**src/hw/ddc_defs.vh**
```
// Constants for the dual converter serial command port.
`ifndef DDC_DEFS_VH
`define DDC_DEFS_VH
// Frame layout, most significant bit first.
`define DDC_FRAME_BITS 16
`define DDC_CODE_BITS 12
`define DDC_SEL_BIT 15
`define DDC_CMD_HI 14
`define DDC_CMD_LO 13
`define DDC_CODE_HI 12
`define DDC_CODE_LO 1
`define DDC_SUB_HI 12
`define DDC_SUB_LO 9
// Channel-select and command field values.
`define DDC_OP_SUB 3'h0
`define DDC_OP_LD_IN_A 3'h1
`define DDC_OP_LD_IN_A_UPD 3'h2
`define DDC_OP_LD_BOTH_CONV 3'h3
`define DDC_OP_UPD_BOTH 3'h4
`define DDC_OP_LD_IN_B 3'h5
`define DDC_OP_LD_IN_B_UPD 3'h6
`define DDC_OP_SHDN_BOTH 3'h7
// Subcommand top three bits, with the mode bit separate.
`define DDC_SUB_NOP 3'h0
`define DDC_SUB_UPD_A 3'h1
`define DDC_SUB_OUT_LO 3'h2
`define DDC_SUB_OUT_HI 3'h3
`define DDC_SUB_EDGE 3'h4
`define DDC_SUB_UPD_B 3'h5
`define DDC_SUB_PD_A 3'h6
`define DDC_SUB_PD_B 3'h7
// Reset values.
`define DDC_CODE_RST 12'h000
`define DDC_EDGE_RST 1'b0
`define DDC_UOUT_RST 1'b0
`endif

```
**src/hw/ddc_port.v**
```verilog
// Serial command port and register control of a dual 12-bit converter.
//
// What this block does
// Host sends each command as 16 bits, chip select low throughout.
// Clock and data are ignored while chip select is high.
// Serial input shifts in on each rising serial clock edge while selected.
// Rising chip select transfers the word into input and converter registers.
// Host keeps the serial clock at or below 10 MHz.
// Load input only, copy input to converter, or load both.
// Select and command bits pick registers, output edge, user output, power.
// Serial output comes from the shift register's last stage on falling edges, from the stage before it on rising edges.
// Falling-edge mode: output changes on falling edges, 16-cycle lag.
// Rising-edge mode: output changes on rising edges, 15.5-cycle lag.
// Falling-edge output mode is selected after power-up.
// User logic output set only by commands, low after power-up.
// Shutdown commands are ignored while the lockout input is low.
// Lockout falling while powered down wakes the channels without serial clock.
// Chained devices feed serial output to the next device's input.
// Devices on a shared data line each get their own chip select.
// Power-up clears all input and converter registers to zero.
// Code is unsigned straight binary, followed by a zero pad bit.
// Decode the three select and command bits into load and update actions.
// All-zero select and command makes the top code bits a subcommand.
// Power-down keeps the interface and input data; updates wake a channel.
// Host always sends the pad bit as zero.
// Frames go most significant bit first: select, command, code, pad.
`default_nettype none
`include "ddc_defs.vh"
module ddc_port #(
  parameter CW = `DDC_CODE_BITS,
  parameter FW = `DDC_FRAME_BITS
) (
  input wire ref_clk,
  input wire rst_n,
  input wire serial_clk,
  input wire serial_din,
  input wire chip_select_n,
  input wire powerdown_lockout_n,
  output reg serial_dout,
  output reg user_logic_out,
  output reg [CW-1:0] conv_code_a,
  output reg [CW-1:0] conv_code_b,
  output reg powered_down_a,
  output reg powered_down_b,
  output reg [CW-1:0] input_code_a,
  output reg [CW-1:0] input_code_b,
  output reg output_edge_rising
);
  // ****************************************
  // Pin synchronisation
  // ****************************************
  wire [3:0] pins_s;
  ddc_sync #(
    .W(4)
  ) u_sync (
    .ref_clk(ref_clk),
    .rst_n(rst_n),
    .async_in({serial_clk, serial_din, chip_select_n, powerdown_lockout_n}),
    .rst_val(4'h3), // Idle: clock low, data low, deselected, unlocked.
    .sync_out(pins_s)
  );
  wire sclk_s = pins_s[3];
  wire din_s = pins_s[2];
  wire csn_s = pins_s[1];
  wire lock_n_s = pins_s[0];

  reg sclk_d_r;
  reg csn_d_r;
  reg lock_d_r;
  reg [FW-1:0] shift_r;
  reg [FW-1:0] shift_nxt;
  reg csn_init_r;

  // Edge history; chip select remembers high after reset so no spurious frame end.
  always @(posedge ref_clk)
  begin
    if (!rst_n)
    begin
      sclk_d_r <= 1'b0;
      csn_d_r <= 1'b1;
      lock_d_r <= 1'b1;
      csn_init_r <= 1'b0;
    end
    else
    begin
      sclk_d_r <= sclk_s;
      csn_d_r <= csn_s;
      lock_d_r <= lock_n_s;
      csn_init_r <= 1'b1;
    end
  end

  wire sclk_rise = sclk_s & ~sclk_d_r;
  wire sclk_fall = ~sclk_s & sclk_d_r;
  // A frame ends on the rising chip select edge, once the history is valid.
  wire frame_end = csn_s & ~csn_d_r & csn_init_r;
  // Lockout falling edge, used for the clockless-style wake.
  wire lock_fall = ~lock_n_s & lock_d_r;

  // ****************************************
  // Shift register
  // ****************************************
  // Shifting in at the bottom keeps the first bit, the select bit, at the top.
  always @*
  begin
    shift_nxt = shift_r;
    // selected rising shift
    if (!csn_s && sclk_rise)
      shift_nxt = {shift_r[FW-2:0], din_s};
  end

  always @(posedge ref_clk)
  begin
    if (!rst_n)
      shift_r <= {FW{1'b0}};
    else
      shift_r <= shift_nxt;
  end

  // ****************************************
  // Serial output
  // ****************************************
  // Rising-edge mode shows the stage before the last one instead of the last stage, so the
  // lag is 16 cycles on falling edges and half a cycle less on rising edges.
  always @(posedge ref_clk)
  begin
    if (!rst_n)
      serial_dout <= 1'b0;
    // rising edge output
    else if (output_edge_rising && sclk_rise && !csn_s)
      serial_dout <= shift_r[FW-2];
    // falling edge output
    else if (!output_edge_rising && sclk_fall && !csn_s)
      serial_dout <= shift_r[FW-1];
  end

  // ****************************************
  // Command decode and registers
  // ****************************************
  // frame field split
  wire [2:0] op = shift_r[`DDC_SEL_BIT:`DDC_CMD_LO];
  wire [CW-1:0] code = shift_r[`DDC_CODE_HI:`DDC_CODE_LO];
  wire [2:0] sub = shift_r[`DDC_SUB_HI:`DDC_SUB_HI-2];
  wire sub_mode = shift_r[`DDC_SUB_LO];
  wire lock_active = ~lock_n_s;

  // The pad bit is not checked; a host that breaks it still gets its command.
  always @(posedge ref_clk)
  begin
    if (!rst_n)
    begin
      // power-up clear
      input_code_a <= `DDC_CODE_RST;
      input_code_b <= `DDC_CODE_RST;
      conv_code_a <= `DDC_CODE_RST;
      conv_code_b <= `DDC_CODE_RST;
      powered_down_a <= 1'b0;
      powered_down_b <= 1'b0;
      user_logic_out <= `DDC_UOUT_RST;
      output_edge_rising <= `DDC_EDGE_RST;
    end
    // frame end decode
    else if (frame_end)
    begin
      case (op)
        `DDC_OP_LD_IN_A:
          input_code_a <= code;
        `DDC_OP_LD_IN_B:
          input_code_b <= code;
        `DDC_OP_LD_IN_A_UPD:
        begin
          // update wakes both
          input_code_a <= code;
          conv_code_a <= code;
          conv_code_b <= input_code_b;
          powered_down_a <= 1'b0;
          powered_down_b <= 1'b0;
        end
        `DDC_OP_LD_IN_B_UPD:
        begin
          input_code_b <= code;
          conv_code_b <= code;
          conv_code_a <= input_code_a;
          powered_down_a <= 1'b0;
          powered_down_b <= 1'b0;
        end
        `DDC_OP_LD_BOTH_CONV:
        begin
          conv_code_a <= code;
          conv_code_b <= code;
          powered_down_a <= 1'b0;
          powered_down_b <= 1'b0;
        end
        `DDC_OP_UPD_BOTH:
        begin
          conv_code_a <= input_code_a;
          conv_code_b <= input_code_b;
          powered_down_a <= 1'b0;
          powered_down_b <= 1'b0;
        end
        `DDC_OP_SHDN_BOTH:
        begin
          // lockout blocks shutdown
          if (!lock_active)
          begin
            powered_down_a <= 1'b1;
            powered_down_b <= 1'b1;
          end
        end
        default:
        begin
          // subcommand decode
          case (sub)
            `DDC_SUB_UPD_A:
            begin
              conv_code_a <= input_code_a;
              powered_down_a <= 1'b0;
            end
            `DDC_SUB_UPD_B:
            begin
              conv_code_b <= input_code_b;
              powered_down_b <= 1'b0;
            end
            `DDC_SUB_PD_A:
              if (!lock_active)
                powered_down_a <= 1'b1;
            `DDC_SUB_PD_B:
              if (!lock_active)
                powered_down_b <= 1'b1;
            `DDC_SUB_OUT_LO:
              user_logic_out <= 1'b0;
            `DDC_SUB_OUT_HI:
              user_logic_out <= 1'b1;
            `DDC_SUB_EDGE:
              output_edge_rising <= sub_mode;
            default:
              user_logic_out <= user_logic_out;
          endcase
        end
      endcase
    end
    // lockout wake
    // Kept apart from the frame decode so a wake that lands on a frame end is not lost.
    if (rst_n && lock_fall)
    begin
      powered_down_a <= 1'b0;
      powered_down_b <= 1'b0;
    end
  end
endmodule // ddc_port
`default_nettype wire

```
**src/hw/ddc_sync.v**
```verilog
// Two-stage synchroniser for a group of pin inputs.
`default_nettype none
module ddc_sync #(
  parameter W = 3
) (
  input wire ref_clk,
  input wire rst_n,
  input wire [W-1:0] async_in,
  input wire [W-1:0] rst_val,
  output reg [W-1:0] sync_out
);
  reg [W-1:0] meta_r;

  // The first stage feeds only the second stage, never any logic.
  always @(posedge ref_clk)
  begin
    // Both stages reset to the pins' idle levels, so that no false edge follows reset.
    if (!rst_n)
    begin
      meta_r <= rst_val;
      sync_out <= rst_val;
    end
    else
    begin
      meta_r <= async_in;
      sync_out <= meta_r;
    end
  end
endmodule // ddc_sync
`default_nettype wire

```
**config.mk**
```make
export PLATFORM = sky130hd
export DESIGN_NAME = ddc_port
export DESIGN_NICKNAME = d
export VERILOG_FILES = /design/src/hw/ddc_port.v /design/src/hw/ddc_sync.v
export VERILOG_INCLUDE_DIRS = /design/src /design/src/hw
export SDC_FILE = /design/constraint.sdc
export NUM_CORES = 1
export LEC_CHECK = 0
export ABC_AREA = 1
export BUFFER_PORTS_ARGS = -buffer_cell sky130_fd_sc_hd__buf_2
export CORE_ASPECT_RATIO = 0.7
export CORE_UTILIZATION = 60
export CTS_CLUSTER_DIAMETER = 30
export CTS_CLUSTER_SIZE = 16
export DETAILED_ROUTE_END_ITERATION = 7
export PLACE_DENSITY = 0.83
export SYNTH_ARGS = -nofsm -noshare
export SYNTH_HDL_FRONTEND = slang
export SYNTH_SLANG_ARGS = --single-unit
```
**constraint.sdc**
```tcl
create_clock -name ref_clk -period 3.35 [get_ports ref_clk]
set_clock_uncertainty 0.1 [all_clocks]
set_input_delay 0.67 -clock ref_clk [delete_from_list [all_inputs] [get_ports ref_clk]]
set_output_delay 0.67 -clock ref_clk [all_outputs]
set_load 0.03 [all_outputs]
```
==> metrics <==
routed len/inst between 10 and 15 um; Post-Synth XOR/XNOR Area 0%; WHS Path Cells 2; Synth Area in Adders 0%; met3 usage about 8.3%; PortBufs 58; final setup fails 0; Initial Util 62.8%; fmax 0.487 GHz; Clock transition at path regs about 0.080 ns; drt drc 0; Clock Sinks a little over 80; sequential fraction of the synthesis area 44.6%; IO Count 59; final net count 574; critical path capture point type flip-flop; Startpoint Class flip-flop; max-slew violations 0; Post-Syn Area per Cell between 6 and 7 sq um; Pwr Total roughly 1.9 mW; relative slew slack 56.6%; Max VDD drop about 0.00025 V; Power Density around 470 nW/um^2; Synth Cell Area approximately 3600 sq um; GRT Resource Usage Total between 20% and 30%; Vias/cell 5.29; CTS resizes 0; hold buffer count at CTS 0; syn nets between 500 and 600; mux cell area share after synthesis 0%; RR Startpoint u_sync.sync_out[1]$_SDFF_PN1_; r2r endpoint conv_code_b[0]$_SDFFE_PN0P_; largest family of logic cells by synthesized area simple AND/OR/NAND/NOR gates; Max-cap violations 0; worst-path maximum fanout 28; status finished clean; post-route minimum period ~2 ns; Final Hold Viols 0; Area Growth Syn to Fin 12.6%; vias in the first global route ~2800; met2 Use GR between 40 and 50%; routed via count about 3400; crit path to conv_code_b[0]$_SDFFE_PN0P_; slew of the pin with the lowest slew margin 0.649 ns; DIE HEIGHT about 67 um; Clock Root Buffer clkbuf_8; worst path arrival time about 2.2 ns; total gr overflow 0; Most Crowded Layer GR met2; clk buf depth 2; post-synthesis compound-gate area fraction a little under a tenth; CTS tree built; number of unique standard cell types used by synthesis 26; Clk Latency, worst-skew pair approximately 0.36 ns; routed wire length roughly 8.3 mm; r2r setup slk 1.30 ns; Setup crit start u_sync.sync_out[1]$_SDFF_PN1_; die area approximately 6400 sq um; first-pass GRT wire length around 13 mm; Initial DRC Count between 300 and 400; drt first pass iters 5; Worst EP required between 3 and 4 ns; core footprint 5780 sq um; Crit Path Category flip-flop to flip-flop; HPWL after DPL about 5.5 mm; Syn Inst Count 529; Setup TNS Final 0 ns; Die X between 90 and 100 um; CTS H-Tree Depth 3; CTS Buf Count 9; Final Cycle Share between 60% and 70%; R2R cell count 5; num rows 23; Post-CTS Setup Bufs 0; Simple-Gate Fraction of Synth Area between 30% and 40%; YS warnings 0; Placement Cell Area about 3800 sq um; largest net degree at the start of global routing 52; DRT antenna net count 0; Yosys reg bits between 80 and 90; Leak between 1.5 and 2 nW; layout cell share with drive strength beyond 1 17.1%; diode count 0; RSZ-0062 raised after global routing no; Final GP Congestion just under 0.9; hold crit path type flip-flop to flip-flop; post-route cell area approximately 4000 sq um; initial antenna violation count 0; GR Util met1 around 34%
## synth_stat cells, drive strengths merged
master	n	share of area (%)
buf	26	4.8
o21ai	20	2.9
nand3	48	6.9
nor2	78	8.4
inv	55	5.7
dfxtp	81	45
nand3b	3	0.62
nand4	13	2.2
nand2	149	16
or2	4	0.69
clkbuf	8	0.93
a21oi	42	6.2
nor3	2	0.28
## worst max-delay path, cell delays in order, from the launching register on
cell	delay, ns
dfxtp_1	0.36
nand2_1	0.09
nor2_4	0.51
nand3_2	0.56
nor2_1	0.24
nor2_1	0.07
## metrics by stage
stage	util (%)	setup slack, ns	std cells	hold slack (ns)
after floorplan	-	1.83	529	0.290
after global placement	66.3	1.42	632	0.294
after detailed placement	66.3	1.33	632	0.299
after CTS	70.7	1.28	648	0.320
after global routing	70.7	1.09	648	0.330
final	70.7	1.30	648	0.315
## state kept, by name, indices dropped and copies added (netlist names), 4 cells and up
signal,count
u_sync.sync_out,4
conv_code_a,12
conv_code_b,12
shift_r,16
input_code_a,12
input_code_b,12
u_sync.meta_r,4
## power breakdown
part / switching [mW] / leakage, nW / internal (mW) / total [mW]
Sequential: 0.00715 / 0.655 / 0.971 / 0.978
Combinational: 0.0421 / 1.19 / 0.0169 / 0.0591
Clock: 0.364 / 0.123 / 0.518 / 0.882
Total: 0.413 / 1.96 / 1.51 / 1.92
## cell usage in the layout, fill, tap and decap left out
cell type   instances
nor2_1             75
o21ai_0            18
inv_2               3
nand3_2             2
nor2_4              1
or2_2               4
nand2_1           144
a21oi_1            40
clkbuf_8           10
nand4_1            13
o21ai_2             1
nand2_2             5
bufinv_16           3
clkinvlp_4          1
dfxtp_1            81
inv_1              52
nand3b_1            3
nor2_2              2
a21oi_2             1
clkinv_4            2
nand3_1            46
o21ai_1             1
buf_2              58
nor3_1              2
buf_4               4
a21oi_4             1
## metal layers
metal / share of wire (%) / vias up
met2: 45 / 122
met5: 0 / -
met4: 2.1 / 0
li1: - / 1732
met1: 45 / 1554
met3: 7.0 / 22
## cells by family after synthesis
kind of cell	Yosys count
AO/OA/AOI/OAI	62
buffers and inverters	89
flip-flops	81
AND/OR/NAND/NOR	297
## layout make-up
| class | count | area [sq um] |
|---|---|---|
| inverter | 55 | 206 |
| clock inverter | 6 | 115 |
| fill | 520 | 1690 |
| multi-input combinational | 359 | 1600 |
| tap | 75 | 93.8 |
| timing repair buffer | 62 | 320 |
| sequential | 81 | 1620 |
| clock buffer | 10 | 138 |
## how the worst min path moves through the flow
stage	start	end	slack (ns)
3_3_place_gp	u_sync.meta_r[2]$_SDFF_PN0_	u_sync.sync_out[2]$_SDFF_PN0_	0.29
3_5_place_dp	u_sync.meta_r[2]$_SDFF_PN0_	u_sync.sync_out[2]$_SDFF_PN0_	0.30
6_report	u_sync.meta_r[2]$_SDFF_PN0_	u_sync.sync_out[2]$_SDFF_PN0_	0.31
2_1_floorplan	u_sync.meta_r[2]$_SDFF_PN0_	u_sync.sync_out[2]$_SDFF_PN0_	0.29
4_1_cts	u_sync.meta_r[1]$_SDFF_PN1_	u_sync.sync_out[1]$_SDFF_PN1_	0.32
5_1_grt	u_sync.meta_r[3]$_SDFF_PN0_	u_sync.sync_out[3]$_SDFF_PN0_	0.33
No activity file was read; power rests on OpenSTA's default activity.
